==> config.mk <==
export PLATFORM = sky130hd
export DESIGN_NAME = boot_link_stats
export DESIGN_NICKNAME = d
export VERILOG_FILES = /design/src/core/stats_pkg.sv /design/src/core/stat_mem_if.sv /design/src/core/stat_mem.sv /design/src/core/sec_tick.sv /design/src/core/boot_link_stats.sv
export SDC_FILE = /design/constraint.sdc
export NUM_CORES = 2
export LEC_CHECK = 0
export BUFFER_PORTS_ARGS = -buffer_cell sky130_fd_sc_hd__buf_2
export CAP_MARGIN = 25
export CORE_MARGIN = 2
export CORE_UTILIZATION = 54
export DETAILED_ROUTE_END_ITERATION = 8
export PLACE_DENSITY = 0.66
export SLEW_MARGIN = 10
export SYNTH_ARGS = -nofsm -noshare
export SYNTH_HDL_FRONTEND = slang
export SYNTH_SLANG_ARGS = --single-unit
==> constraint.sdc <==
create_clock -name sys_clk_i -period 11.7 [get_ports sys_clk_i]
set_clock_uncertainty 0.05 [all_clocks]
set_input_delay 2.34 -clock sys_clk_i [delete_from_list [all_inputs] [get_ports sys_clk_i]]
set_output_delay 2.34 -clock sys_clk_i [all_outputs]
set_load 0.01 [all_outputs]
==> src/core/stats_pkg.sv <==
// constants and types for the boot link statistics counter block
package stats_pkg;

    // clock and one-second timing
    localparam int unsigned CLK_PERIOD_NS = 50;
    localparam int unsigned SEC_NS        = 1_000_000_000;
    localparam int unsigned SEC_CYCLES    = SEC_NS / CLK_PERIOD_NS;

    // widths
    localparam int SLOT_AW = 5;
    localparam int NSLOT   = 17;
    localparam int CNT_W   = 64;
    // pending sums must hold a whole scan round of maximum-length frames
    localparam int PEND_W  = 24;
    localparam int LEN_W   = 16;
    localparam int ATT_W   = 5;
    localparam int IDX_W   = 8;
    localparam int ADDR_W  = 10;
    localparam int SEC_W   = 32;
    localparam int TXMAP_W = 6;
    localparam int RXMAP_W = 2;

    // counter slots held in the counter memory
    localparam logic [SLOT_AW-1:0] SL_RX_BYTES   = 5'h00;
    localparam logic [SLOT_AW-1:0] SL_TX_BYTES   = 5'h01;
    localparam logic [SLOT_AW-1:0] SL_RX_FRAMES  = 5'h02;
    localparam logic [SLOT_AW-1:0] SL_TX_FRAMES  = 5'h03;
    localparam logic [SLOT_AW-1:0] SL_MC_BYTES   = 5'h04;
    localparam logic [SLOT_AW-1:0] SL_MC_FRAMES  = 5'h05;
    localparam logic [SLOT_AW-1:0] SL_DEFER      = 5'h06;
    localparam logic [SLOT_AW-1:0] SL_ONE_COLL   = 5'h07;
    localparam logic [SLOT_AW-1:0] SL_MULTI_COLL = 5'h08;
    localparam logic [SLOT_AW-1:0] SL_TX_FAIL    = 5'h09;
    localparam logic [SLOT_AW-1:0] SL_TX_RETRY   = 5'h0a;
    localparam logic [SLOT_AW-1:0] SL_TX_CARRIER = 5'h0b;
    localparam logic [SLOT_AW-1:0] SL_RX_FAIL    = 5'h0c;
    localparam logic [SLOT_AW-1:0] SL_RX_CRC     = 5'h0d;
    localparam logic [SLOT_AW-1:0] SL_RX_PARTIAL = 5'h0e;
    localparam logic [SLOT_AW-1:0] SL_UNCLAIMED  = 5'h0f;
    localparam logic [SLOT_AW-1:0] SL_OVERRUN    = 5'h10;
    localparam logic [SLOT_AW-1:0] SL_LAST       = 5'h10;

    // register word indices, byte address is four times the index
    localparam logic [IDX_W-1:0] NO_OFF    = 8'hff;
    localparam logic [IDX_W-1:0] TIME_IDX  = 8'h00;
    localparam logic [IDX_W-1:0] V3_MAPS   = 8'h2c;
    localparam logic [IDX_W-1:0] WORD_STEP = 8'h04;
    localparam logic [IDX_W-1:0] CTRL_IDX  = 8'hf0;
    localparam logic [IDX_W-1:0] V3_OFF [NSLOT] = '{
        8'h02, 8'h06, 8'h0a, 8'h0e, 8'h12, 8'h16, 8'h1a, 8'h1e, 8'h22,
        8'h26, NO_OFF, NO_OFF, 8'h2a, NO_OFF, NO_OFF, 8'h2e, 8'h30};
    localparam logic [IDX_W-1:0] V4_OFF [NSLOT] = '{
        8'h10, 8'h18, 8'h20, 8'h28, 8'h30, 8'h38, 8'h40, 8'h48, 8'h50,
        NO_OFF, 8'h58, 8'h60, NO_OFF, 8'h88, 8'h90, 8'ha0, 8'ha8};
    // slots that are 4 bytes wide in the older layout, the rest are 2
    localparam logic [NSLOT-1:0] V3_WIDE = 17'h001ff;

    // saturation limits and increments
    localparam logic [CNT_W-1:0]  V3_MAX32 = 64'h0000_0000_ffff_ffff;
    localparam logic [CNT_W-1:0]  V3_MAX16 = 64'h0000_0000_0000_ffff;
    localparam logic [PEND_W-1:0] PEND_ONE = 24'h00_0001;
    localparam logic [ATT_W-1:0]  ATT_FIRST  = 5'h01;
    localparam logic [ATT_W-1:0]  ATT_SECOND = 5'h02;

    // failure map bits and control bits
    localparam int TXB_RETRY   = 0;
    localparam int TXB_CARRIER = 1;
    localparam int RXB_CRC     = 0;
    localparam int RXB_PARTIAL = 1;
    localparam int CTRL_LAYOUT = 0;
    localparam int CTRL_CLEAR  = 1;
    localparam logic CTRL_LAYOUT_RST = 1'b0;

    typedef enum logic [2:0] {
        K_ZERO, K_SLOT, K_TIME, K_MAP, K_CTRL
    } kind_t;

    typedef struct packed {
        kind_t              kind;
        logic [SLOT_AW-1:0] slot;
        logic               hi;
    } rd_sel_t;

    typedef enum logic [1:0] {
        S_SCAN_RD = 2'b00,
        S_SCAN_WR = 2'b01,
        S_BUS_RD  = 2'b11,
        S_BUS_ANS = 2'b10
    } st_t;

endpackage

==> src/core/stat_mem_if.sv <==
// port bundle between the statistics core and its counter memory
`timescale 1ns/1ns
`default_nettype none
interface stat_mem_if;
    import stats_pkg::*;
    logic [SLOT_AW-1:0] rd_addr;
    logic [CNT_W-1:0]   rd_data;
    logic               wr_en;
    logic [SLOT_AW-1:0] wr_addr;
    logic [CNT_W-1:0]   wr_data;
    modport ctl (output rd_addr, output wr_en, output wr_addr,
                 output wr_data, input rd_data);
    modport mem (input rd_addr, input wr_en, input wr_addr,
                 input wr_data, output rd_data);
endinterface
`default_nettype wire

==> src/core/stat_mem.sv <==
// counter memory with one write port and a registered read port
`timescale 1ns/1ns
`default_nettype none
module stat_mem
    import stats_pkg::*;
(
    // clock
    input  wire logic sys_clk_i,
    // access port
    stat_mem_if.mem   bus
);
    logic [CNT_W-1:0] ram [2**SLOT_AW];

    always_ff @(posedge sys_clk_i) begin
        if (bus.wr_en) begin
            ram[bus.wr_addr] <= bus.wr_data;
        end
    end

    always_ff @(posedge sys_clk_i) begin
        bus.rd_data <= ram[bus.rd_addr];
    end
endmodule
`default_nettype wire

==> src/core/sec_tick.sv <==
// one-second tick generator, restarted by a counter clear
`timescale 1ns/1ns
`default_nettype none
module sec_tick
    import stats_pkg::*;
#(
    parameter int unsigned PERIOD = SEC_CYCLES
) (
    // clock and reset
    input  wire logic sys_clk_i,
    input  wire logic rst_i,
    // control and tick
    input  wire logic restart_i,
    output logic      tick_o
);
    logic [31:0] cnt_r;

    always_ff @(posedge sys_clk_i) begin
        if (rst_i || restart_i) begin
            cnt_r  <= '0;
            tick_o <= 1'b0;
        end else if (cnt_r == 32'(PERIOD - 1)) begin
            cnt_r  <= '0;
            tick_o <= 1'b1;
        end else begin
            cnt_r  <= cnt_r + 32'h0000_0001;
            tick_o <= 1'b0;
        end
    end
endmodule
`default_nettype wire

==> src/core/boot_link_stats.sv <==
// statistics counter block of the ethernet boot channel, avalon-mm slave
//
// Decided for this implementation: the register addresses and register access over Avalon-MM.
`timescale 1ns/1ns
`default_nettype none
module boot_link_stats
    import stats_pkg::*;
#(
    parameter int unsigned SEC_CYCLES_P = SEC_CYCLES
) (
    // clock and reset
    input  wire logic              sys_clk_i,
    input  wire logic              rst_i,
    // avalon-mm slave
    input  wire logic [ADDR_W-1:0] avs_address_i,
    input  wire logic              avs_read_i,
    input  wire logic              avs_write_i,
    input  wire logic [31:0]       avs_writedata_i,
    input  wire logic [3:0]        avs_byteenable_i,
    output logic      [31:0]       avs_readdata_o,
    output logic                   avs_waitrequest_o,
    // receive events
    input  wire logic              rx_done_i,
    input  wire logic              rx_addr_match_i,
    input  wire logic              rx_multicast_i,
    input  wire logic              rx_crc_err_i,
    input  wire logic              rx_partial_err_i,
    input  wire logic [LEN_W-1:0]  rx_len_i,
    // transmit events
    input  wire logic              tx_done_i,
    input  wire logic              tx_ok_i,
    input  wire logic [LEN_W-1:0]  tx_len_i,
    input  wire logic [ATT_W-1:0]  tx_attempts_i,
    input  wire logic              tx_deferred_i,
    input  wire logic              tx_fail_retry_i,
    input  wire logic              tx_fail_carrier_i,
    // drop events
    input  wire logic              unclaimed_i,
    input  wire logic              overrun_i
);

    stat_mem_if mem_bus ();

    st_t                state_r;
    logic [SLOT_AW-1:0] scan_r;
    logic [PEND_W-1:0]  pend_r [NSLOT];
    logic [PEND_W-1:0]  inc [NSLOT];
    logic [NSLOT-1:0]   live_r;
    logic [SEC_W-1:0]   sec_r;
    logic [TXMAP_W-1:0] tx_map_r;
    logic [RXMAP_W-1:0] rx_map_r;
    logic [TXMAP_W-1:0] tx_set;
    logic [RXMAP_W-1:0] rx_set;
    logic               layout_v4_r;
    logic               wait_r;
    logic [31:0]        rdata_r;
    logic [31:0]        rd_word;
    logic [CNT_W-1:0]   old_val;
    logic [PEND_W-1:0]  pend_cur;
    logic [IDX_W-1:0]   idx;
    rd_sel_t            sel;
    logic               tick;
    logic               rx_good;
    logic               rx_bad;
    logic               tx_good;
    logic               tx_bad;
    logic               wr_take;
    logic               clear_now;

    function automatic logic [CNT_W-1:0] cap_of(input logic wide);
        cap_of = wide ? V3_MAX32 : V3_MAX16;
    endfunction

    function automatic logic [CNT_W-1:0] bump(
        input logic [CNT_W-1:0]  old,
        input logic [PEND_W-1:0] add,
        input logic              v4,
        input logic              wide
    );
        logic [CNT_W:0] sum;
        sum = {1'b0, old} + (CNT_W+1)'(add);
        if (v4) begin
            bump = sum[CNT_W-1:0];
        end else if (sum > {1'b0, cap_of(wide)}) begin
            bump = cap_of(wide);
        end else begin
            bump = sum[CNT_W-1:0];
        end
    endfunction

    function automatic rd_sel_t decode(
        input logic             v4,
        input logic [IDX_W-1:0] i_idx
    );
        rd_sel_t s;
        s.kind = K_ZERO;
        s.slot = '0;
        s.hi   = 1'b0;
        if (i_idx == CTRL_IDX) begin
            s.kind = K_CTRL;
        end else if (i_idx == TIME_IDX) begin
            s.kind = K_TIME;
        end else if (!v4 && i_idx == V3_MAPS) begin
            s.kind = K_MAP;
        end
        for (int i = 0; i < NSLOT; i++) begin
            if (!v4 && V3_OFF[i] != NO_OFF && i_idx == V3_OFF[i]) begin
                s.kind = K_SLOT;
                s.slot = SLOT_AW'(i);
            end
            if (v4 && V4_OFF[i] != NO_OFF && (i_idx == V4_OFF[i] ||
                    i_idx == V4_OFF[i] + WORD_STEP)) begin
                s.kind = K_SLOT;
                s.slot = SLOT_AW'(i);
                s.hi   = i_idx != V4_OFF[i];
            end
        end
        return s;
    endfunction

    stat_mem u_mem (
        .sys_clk_i (sys_clk_i),
        .bus       (mem_bus.mem)
    );

    sec_tick #(
        .PERIOD    (SEC_CYCLES_P)
    ) u_tick (
        .sys_clk_i (sys_clk_i),
        .rst_i     (rst_i),
        .restart_i (clear_now),
        .tick_o    (tick)
    );

    // bus decode and write take
    always_comb begin
        idx       = avs_address_i[ADDR_W-1:2];
        sel       = decode(layout_v4_r, idx);
        wr_take   = avs_write_i && wait_r;
        clear_now = wr_take && idx == CTRL_IDX && avs_byteenable_i[0] &&
                    avs_writedata_i[CTRL_CLEAR];
    end

    // event classification into per-slot increments
    always_comb begin
        rx_good = rx_done_i && rx_addr_match_i &&
                  !rx_crc_err_i && !rx_partial_err_i;
        rx_bad  = rx_done_i && rx_addr_match_i &&
                  (rx_crc_err_i || rx_partial_err_i);
        tx_good = tx_done_i && tx_ok_i;
        tx_bad  = tx_done_i && !tx_ok_i;
        for (int i = 0; i < NSLOT; i++) begin
            inc[i] = '0;
        end
        if (rx_good) begin
            inc[SL_RX_BYTES] = PEND_W'(rx_len_i);
            inc[SL_RX_FRAMES] = PEND_ONE;
            if (rx_multicast_i) begin
                inc[SL_MC_BYTES] = PEND_W'(rx_len_i);
                inc[SL_MC_FRAMES] = PEND_ONE;
            end
        end
        if (tx_good) begin
            inc[SL_TX_BYTES] = PEND_W'(tx_len_i);
            inc[SL_TX_FRAMES] = PEND_ONE;
            if (tx_attempts_i == ATT_FIRST) begin
                inc[SL_DEFER] = tx_deferred_i ? PEND_ONE : '0;
            end else if (tx_attempts_i == ATT_SECOND) begin
                inc[SL_ONE_COLL] = PEND_ONE;
            end else if (tx_attempts_i > ATT_SECOND) begin
                inc[SL_MULTI_COLL] = PEND_ONE;
            end
        end
        if (tx_bad) begin
            inc[SL_TX_FAIL] = PEND_ONE;
            inc[SL_TX_RETRY]   = tx_fail_retry_i ? PEND_ONE : '0;
            inc[SL_TX_CARRIER] = tx_fail_carrier_i ? PEND_ONE : '0;
        end
        if (rx_bad) begin
            inc[SL_RX_FAIL] = PEND_ONE;
            inc[SL_RX_CRC]     = rx_crc_err_i ? PEND_ONE : '0;
            inc[SL_RX_PARTIAL] = rx_partial_err_i ? PEND_ONE : '0;
        end
        inc[SL_UNCLAIMED] = unclaimed_i ? PEND_ONE : '0;
        inc[SL_OVERRUN] = overrun_i ? PEND_ONE : '0;
        tx_set = '0;
        tx_set[TXB_RETRY]   = tx_bad && tx_fail_retry_i;
        tx_set[TXB_CARRIER] = tx_bad && tx_fail_carrier_i;
        rx_set = '0;
        rx_set[RXB_CRC]     = rx_bad && rx_crc_err_i;
        rx_set[RXB_PARTIAL] = rx_bad && rx_partial_err_i;
    end

    // pending increments; a new event wins over the drain or clear
    always_ff @(posedge sys_clk_i) begin
        for (int i = 0; i < NSLOT; i++) begin
            if (rst_i) begin
                pend_r[i] <= '0;
            end else if (clear_now ||
                    (state_r == S_SCAN_WR && scan_r == SLOT_AW'(i))) begin
                pend_r[i] <= inc[i];
            end else begin
                pend_r[i] <= pend_r[i] + inc[i];
            end
        end
    end

    // scan sequencer, shares the memory port with bus reads
    always_ff @(posedge sys_clk_i) begin
        if (rst_i) begin
            state_r <= S_SCAN_RD;
            scan_r  <= '0;
        end else begin
            case (state_r)
                S_SCAN_RD: begin
                    state_r <= S_SCAN_WR;
                end
                S_SCAN_WR: begin
                    scan_r  <= (scan_r == SL_LAST) ? '0 :
                               scan_r + SLOT_AW'(1);
                    state_r <= (avs_read_i && wait_r) ? S_BUS_RD :
                               S_SCAN_RD;
                end
                S_BUS_RD: begin
                    state_r <= S_BUS_ANS;
                end
                S_BUS_ANS: begin
                    state_r <= S_SCAN_RD;
                end
                default: begin
                    state_r <= S_SCAN_RD;
                end
            endcase
        end
    end

    // memory port drive and counter update
    always_comb begin
        pend_cur = pend_r[scan_r];
        old_val  = live_r[scan_r] ? mem_bus.rd_data : '0;
        mem_bus.rd_addr = (state_r == S_BUS_RD) ? sel.slot : scan_r;
        mem_bus.wr_en   = state_r == S_SCAN_WR;
        mem_bus.wr_addr = scan_r;
        mem_bus.wr_data = bump(old_val, pend_cur, layout_v4_r,
                               V3_WIDE[scan_r]);
    end

    // clear forgets every stored slot at once
    always_ff @(posedge sys_clk_i) begin
        if (rst_i || clear_now) begin
            live_r <= '0;
        end else if (state_r == S_SCAN_WR) begin
            live_r[scan_r] <= 1'b1;
        end
    end

    always_ff @(posedge sys_clk_i) begin
        if (rst_i || clear_now) begin
            sec_r <= '0;
        end else if (tick) begin
            sec_r <= sec_r + SEC_W'(1);
        end
    end

    // reason maps, set wins over clear
    always_ff @(posedge sys_clk_i) begin
        if (rst_i) begin
            tx_map_r <= '0;
            rx_map_r <= '0;
        end else if (clear_now) begin
            tx_map_r <= tx_set;
            rx_map_r <= rx_set;
        end else begin
            tx_map_r <= tx_map_r | tx_set;
            rx_map_r <= rx_map_r | rx_set;
        end
    end

    // layout control register
    always_ff @(posedge sys_clk_i) begin
        if (rst_i) begin
            layout_v4_r <= CTRL_LAYOUT_RST;
        end else if (wr_take && idx == CTRL_IDX && avs_byteenable_i[0]) begin
            layout_v4_r <= avs_writedata_i[CTRL_LAYOUT];
        end
    end

    // read word assembly
    always_comb begin
        logic [CNT_W-1:0] cnt;
        logic [CNT_W-1:0] sat;
        cnt = live_r[sel.slot] ? mem_bus.rd_data : '0;
        sat = (cnt > cap_of(V3_WIDE[sel.slot])) ?
              cap_of(V3_WIDE[sel.slot]) : cnt;
        rd_word = '0;
        case (sel.kind)
            K_SLOT: begin
                if (layout_v4_r) begin
                    // unlisted send faults fall to zero words
                    rd_word = sel.hi ? cnt[63:32] : cnt[31:0];
                end else begin
                    rd_word = sat[31:0];
                    if (sel.slot == SL_TX_FAIL) begin
                        rd_word[31:16] = 16'(tx_map_r);
                    end
                    if (sel.slot == SL_RX_FAIL) begin
                        rd_word[31:16] = 16'(rx_map_r);
                    end
                end
            end
            K_TIME: begin
                if (layout_v4_r) begin
                    rd_word = sec_r;
                end else begin
                    rd_word = (sec_r > SEC_W'(V3_MAX16)) ?
                              32'(V3_MAX16) : sec_r;
                end
            end
            K_MAP: begin
                rd_word = {16'(rx_map_r), 16'(tx_map_r)};
            end
            K_CTRL: begin
                rd_word[CTRL_LAYOUT] = layout_v4_r;
            end
            // no-buffer and other unlisted words read zero
            default: begin
                rd_word = '0;
            end
        endcase
    end

    // avalon answer: waitrequest drops for one cycle per transfer
    always_ff @(posedge sys_clk_i) begin
        if (rst_i) begin
            wait_r  <= 1'b1;
            rdata_r <= '0;
        end else begin
            wait_r <= 1'b1;
            if (state_r == S_BUS_ANS) begin
                wait_r  <= 1'b0;
                rdata_r <= rd_word;
            end else if (wr_take) begin
                wait_r <= 1'b0;
            end
        end
    end

    assign avs_readdata_o    = rdata_r;
    assign avs_waitrequest_o = wait_r;
endmodule
`default_nettype wire

Word level (Yosys, flattened, before mapping)
Memories as Yosys holds them, arrays and structs flattened. A register that Yosys moved wholly into a read port is not among the register bits.
Index checks and enable logic that the tools add are counted.
{ "word_totals": {"register_bits": 131, "mem_bits_rw": 2456, "rom_bits": 64, "input_bits": 99, "output_inout_bits": 33, "wordCells": 500, "mem_count": 4} }
{ "classes": {"n_addsub": 21, "magnitude_cmp": 7, "n_eq_ne": 86, "n_mux": 228, "bitwise": 37, "reduce_logical": 105} }
{ "mem_list": {"columns": ["memory", "depth", "width", "rd", "rd_clocked_by_memory_dff", "write_ports", "line", "text"], "rows": [
  ["u_mem.ram", 32, 64, 1, 1, 1, "stat_mem.sv:12", "logic [CNT_W-1:0] ram [2**SLOT_AW];"],
  ["pend_r", 17, 24, 18, 1, 17, "boot_link_stats.sv:46", "logic [PEND_W-1:0] pend_r [NSLOT];"],
  ["(no name shown)", 32, 1, 1, 0, 0, "boot_link_stats.sv:294", "cap_of(V3_WIDE[sel.slot]) : cnt;"],
  ["(no name shown)", 32, 1, 1, 1, 0, "boot_link_stats.sv:245", "V3_WIDE[scan_r]);"]
]} }
{ "op_table": {"columns": ["cell", "count"], "rows": [
  ["$mux W24", 34],
  ["$add A24 B24 Y24", 15],
  ["$mux W64", 4],
  ["$mux W32", 7],
  ["$mux W49", 3],
  ["$mux W9", 15],
  ["$mux W1", 127],
  ["$mux W8", 13],
  ["$eq A8 B6 Y1 const B", 12],
  ["$pmux W31 S3", 1],
  ["$eq A8 B7 Y1 const B", 10],
  ["$mux W40", 2],
  ["$eq A8 B8 Y1 const B", 9],
  ["$add A64 B24 Y65", 1],
  ["$gt A65 B64 Y1", 1],
  ["$add A32 B1 Y32 const B", 2],
  ["$eq A8 B5 Y1 const B", 8],
  ["$gt A64 B32 Y1", 1],
  ["$mux W16", 4],
  ["$logic_and A1 B1 Y1", 62],
  ["$eq A5 B4 Y1 const B", 10],
  ["$add A24 B1 Y24", 2],
  ["$ne A8 B7 Y1 const B", 5],
  ["$logic_or A1 B1 Y1", 34],
  ["38 further kinds", 102]
]} }

Logic depth before layout (Yosys ltp)
{ "logic_depth": {"ltp_word": 42, "mapped_depth": 32, "ltp_nobuf": 27} }

Modules after synthesis
From an unflattened synthesis, not the netlist that was laid out.
{ "unflattened": {"hier_cells": 7045, "area_unflattened_um2": 116719.4} }
{ "by_module_without_submodules": {"columns": ["module", "n_inst", "cells_each", "area_each_um2", "seq_area_each_um2"], "rows": [
  ["stat_mem", 1, 3097, 78964.5, 62780.2],
  ["boot_link_stats", 1, 3770, 36182.2, 14253.7],
  ["sec_tick", 1, 178, 1572.8, 660.6]
]} }

Least setup slack after synthesis
OpenSTA, ideal clock, no wires.
{ "synth_timing": {"path_kind": "flip-flop to flip-flop", "from": "register with a tool-made name", "to": "memory u_mem.ram[0][63] (data pin)", "setup_time_ns": 0.467, "arrival_time_ns": 7.656, "required_ns": 11.183, "slack_ns": 3.526, "stages_incl_launch_ff": 26, "n_path_buf": 4, "period_less_slack_ns": 8.174, "path_cell_list": "dfxtp_1 -> clkbuf_1 -> buf_1 -> clkbuf_1 -> mux4_2 -> mux4_2 -> mux2_2 -> ha_1 -> or4_1 -> o22a_1 -> a31oi_2 -> nor2_1 -> o21ai_0 -> nor2_1 -> o21a_1 -> o21ai_0 -> a21oi_1 -> ha_1 -> a2111oi_0 -> a31oi_1 -> a211o_1 -> a21oi_1 -> o211a_1 -> a41oi_1 -> clkbuf_1 -> a211oi_1"} }
{ "synth_lines": {"columns": ["item", "line"], "rows": [
  ["to (decl)", "stat_mem.sv:12"]
]} }

==> metrics.cfg <==
[timing]
post-route-min-period_ns=9.65
setup_violations=0
finalHoldViolations=0
min_period_over_period_pct=82.5
slew_headroom_pct=22.3
fin_tns_setup_ns=0
rsz0062_at_grt=false
slew_viol_final=0
tightest_slew_ns=1.17
max_freq_ghz=0.104

[worst_setup_path]
r2r-end=u_mem.ram[7][28]
path_cells=buf_4, mux4_2, mux4_2, mux2_2, ha_1, a211oi_1, o21ai_0, nor3b_1, o211ai_1, a21oi_1, nand3_1, xor2_1, nor2_1, ha_1, nand2_1, nor2_1, nand4_1, nor4_1, nor4b_1, o211a_1, a41oi_4, buf_4, mux2_1
required_ns=12.21
startpoint_type=register
endpoint_kind=register
r2r_cells=23
crit_arrival_ns=10.16
reg2reg_slack_ns=2.05
slowest_stage=dfxtp_4
max_stage_delay_ns=0.94
critPathKind=register to register
crit_fanout=48

[place]
gp_congestion=0.915
dp_hpwl_um=191000
io_buffer_count=96

[yosys]
ys.flop_type=edfxtp_1
syn_area_sq_um=119000
netlist_instances=10100
ys_types=87
synth_edf_count=2456
yosys.area.top_type=edfxtp_1
netlist.area_leader.share_pct=61.8
synth_top_family_by_area=simple AND/OR/NAND/NOR gates
synth-simple-area-share_pct=16.9
synthArstFlopShare_pct=0
ys_ff_latch=2653
synth_xor_area_share_pct=3.41
yosysWarnings=0
synth_adder_area_share_pct=1.52
syn_area_per_cell_sq_um=11.8
ys_seq_area_share_pct=65.1
synth_compound_area_share_pct=7.49
synth.area.top_cells=edfxtp_1 62%, nand2_1 7.5%, dfxtp_1 3.3%
synth_mux_area_share_pct=3.17

[power_and_ir_drop]
ir_worst_vdd_v=0.000204
p_leak_nw=47.8
power.density_nw_per_um2=168

[floorplan]
core_region_area_sq_um=220000
fp.dieH_um=474
die_x_um=474
pin_count=132
die_area_sq_um=225000
fp-row-count=172
start_util_pct=54.3

[global_routing]
grt_pass1_wl_um=501000
overflow=0
grt_max_degree=194
grt_use_total_pct=29.8
grt_pass1_vias=78000
grt_antenna_before_repair=9

[worst_hold_path]
worst_hold_path_type=register to register
whs_path_depth=1
min_to=u_tick.cnt_r[0]
hold_start=u_tick.cnt_r[0]

[cts]
htreeDepth=5
postCtsSetupBuffers=0
hold_buffers=0
root_buffer=clkbuf_16
clock_sinks=2653
clk_path_buf_depth=4
cts_made_buffers=296
cts.clk_slew.worst_paths_ns=0.06
cts.repair.resized=0
cts_tree=yes
insertion_delay_ns=0.94

[final_layout]
layout.nets=10700
layout_common_cells=2456 x edfxtp_1, 2378 x nand2_1, 731 x nand3_1, 694 x nor2_1, 408 x conb_1
final_common_cell=edfxtp_1
drive_above_1_share_pct=8.60
utilization_pct=61.0
final.fill_count=17000
area_growth_pct=12.3

[drt]
via_per_inst=6.15
wl_per_cell_um=25.1
drc=0
finalWirelength_um=341000
first_pass_iters=8
vias=83700
first_iter_violations=10500
route.antenna.remaining_nets=0

[outcome]
outcome=complete, no violations

[run]
cap_violations=0

## critical path, delay by kind of cell (launching register included)
| family | cells | cell delay [ns] |
|---|---|---|
| AO/OA/AOI/OAI | 6 | 1.83 |
| buffers and inverters | 2 | 0.81 |
| XOR/XNOR | 1 | 0.19 |
| flip-flops | 1 | 0.94 |
| adder cells (fa/ha/maj) | 2 | 0.56 |
| multiplexers | 4 | 2.22 |
| AND/OR/NAND/NOR | 8 | 2.61 |
## how the worst max path moves through the flow
stage,startpoint,to,slack [ns]
finish,register,u_mem.ram[7][28],2.05
global route,register,u_mem.ram[2][28],1.54
CTS,register,u_mem.ram[14][27],1.97
detailed placement,register,u_mem.ram[3][27],2.02
global placement,register,u_mem.ram[9][63],2.03
floorplan,register,u_mem.ram[0][63],3.53
## registers in the layout (all words and copies together), names as in the netlist, named ones only
signal             count
mem_bus.wr_addr        5
layout_v4_r            1
avs_waitrequest_o      1
avs_readdata_o        32
tx_map_r               2
u_mem.bus.rd_data     64
pend_r               408
u_mem.ram           2048
u_tick.cnt_r          32
state_r                2
u_tick.tick_o          1
live_r                17
rx_map_r               2
sec_r                 32
## synth_stat cells (57+ instances only)
| master | count |
|---|---|
| inv_1 | 131 |
| xor2_1 | 276 |
| clkbuf_1 | 545 |
| nand2_1 | 2378 |
| ha_1 | 139 |
| xnor2_1 | 189 |
| a21oi_1 | 184 |
| nand4_1 | 77 |
| nand3_1 | 731 |
| a211oi_1 | 84 |
| a21o_1 | 89 |
| a31oi_1 | 152 |
| a311oi_1 | 385 |
| nor3_1 | 61 |
| edfxtp_1 | 2456 |
| mux4_2 | 125 |
| dfxtp_1 | 197 |
| and3_1 | 381 |
| buf_1 | 57 |
| nor2_1 | 729 |
| o21ai_0 | 97 |
## final cells by class
class,instances,area [sq um],area share [%]
flip-flops and latches,2653,77700,57.9
multi-input cells,7082,40800,30.4
clock buffers,388,8030,5.99
well taps,2958,3700,2.76
repair buffers,285,2380,1.78
clock inverters,115,933,0.696
inverters,131,512,0.382
diodes,9,22.5,0.0168
## per-stage QoR
step,area (sq um),std cells,worst slack (ns),total power [mW],hold WS [ns]
finish,134000,13600,2.05,22.5,0.416
global route,134000,13600,1.54,23.2,0.459
CTS,134000,13600,1.97,22.6,0.420
detailed placement,125000,13100,2.02,13.9,0.405
global placement,125000,13100,2.03,13.8,0.394
floorplan,121000,10500,3.53,12.9,0.380
## cells by family after synthesis
| family | after synthesis |
|---|---|
| simple gates | 4604 |
| flops | 2653 |
| compound gates | 1245 |
| buf+inv | 752 |
| xor+xnor | 465 |
| mux | 217 |
| fa+ha+maj | 143 |
| other cells | 1 |
## report_power, final
group	internal, mW	switching [mW]	leakage, nW
Combinational	0.736	1.72	19.4
Clock	5.13	3.65	4.39
Sequential	11.0	0.306	24.0
Total	16.9	5.67	47.8
## layer usage
| metal | GRT usage (%) | routed length (um) |
|---|---|---|
| met1 | 42.9 | 141000 |
| met4 | 9.55 | 11000 |
| met5 | 0 | 36 |
| met2 | 45.7 | 154000 |
| met3 | 5.99 | 35000 |
No activity file was read; power rests on OpenSTA's default activity.
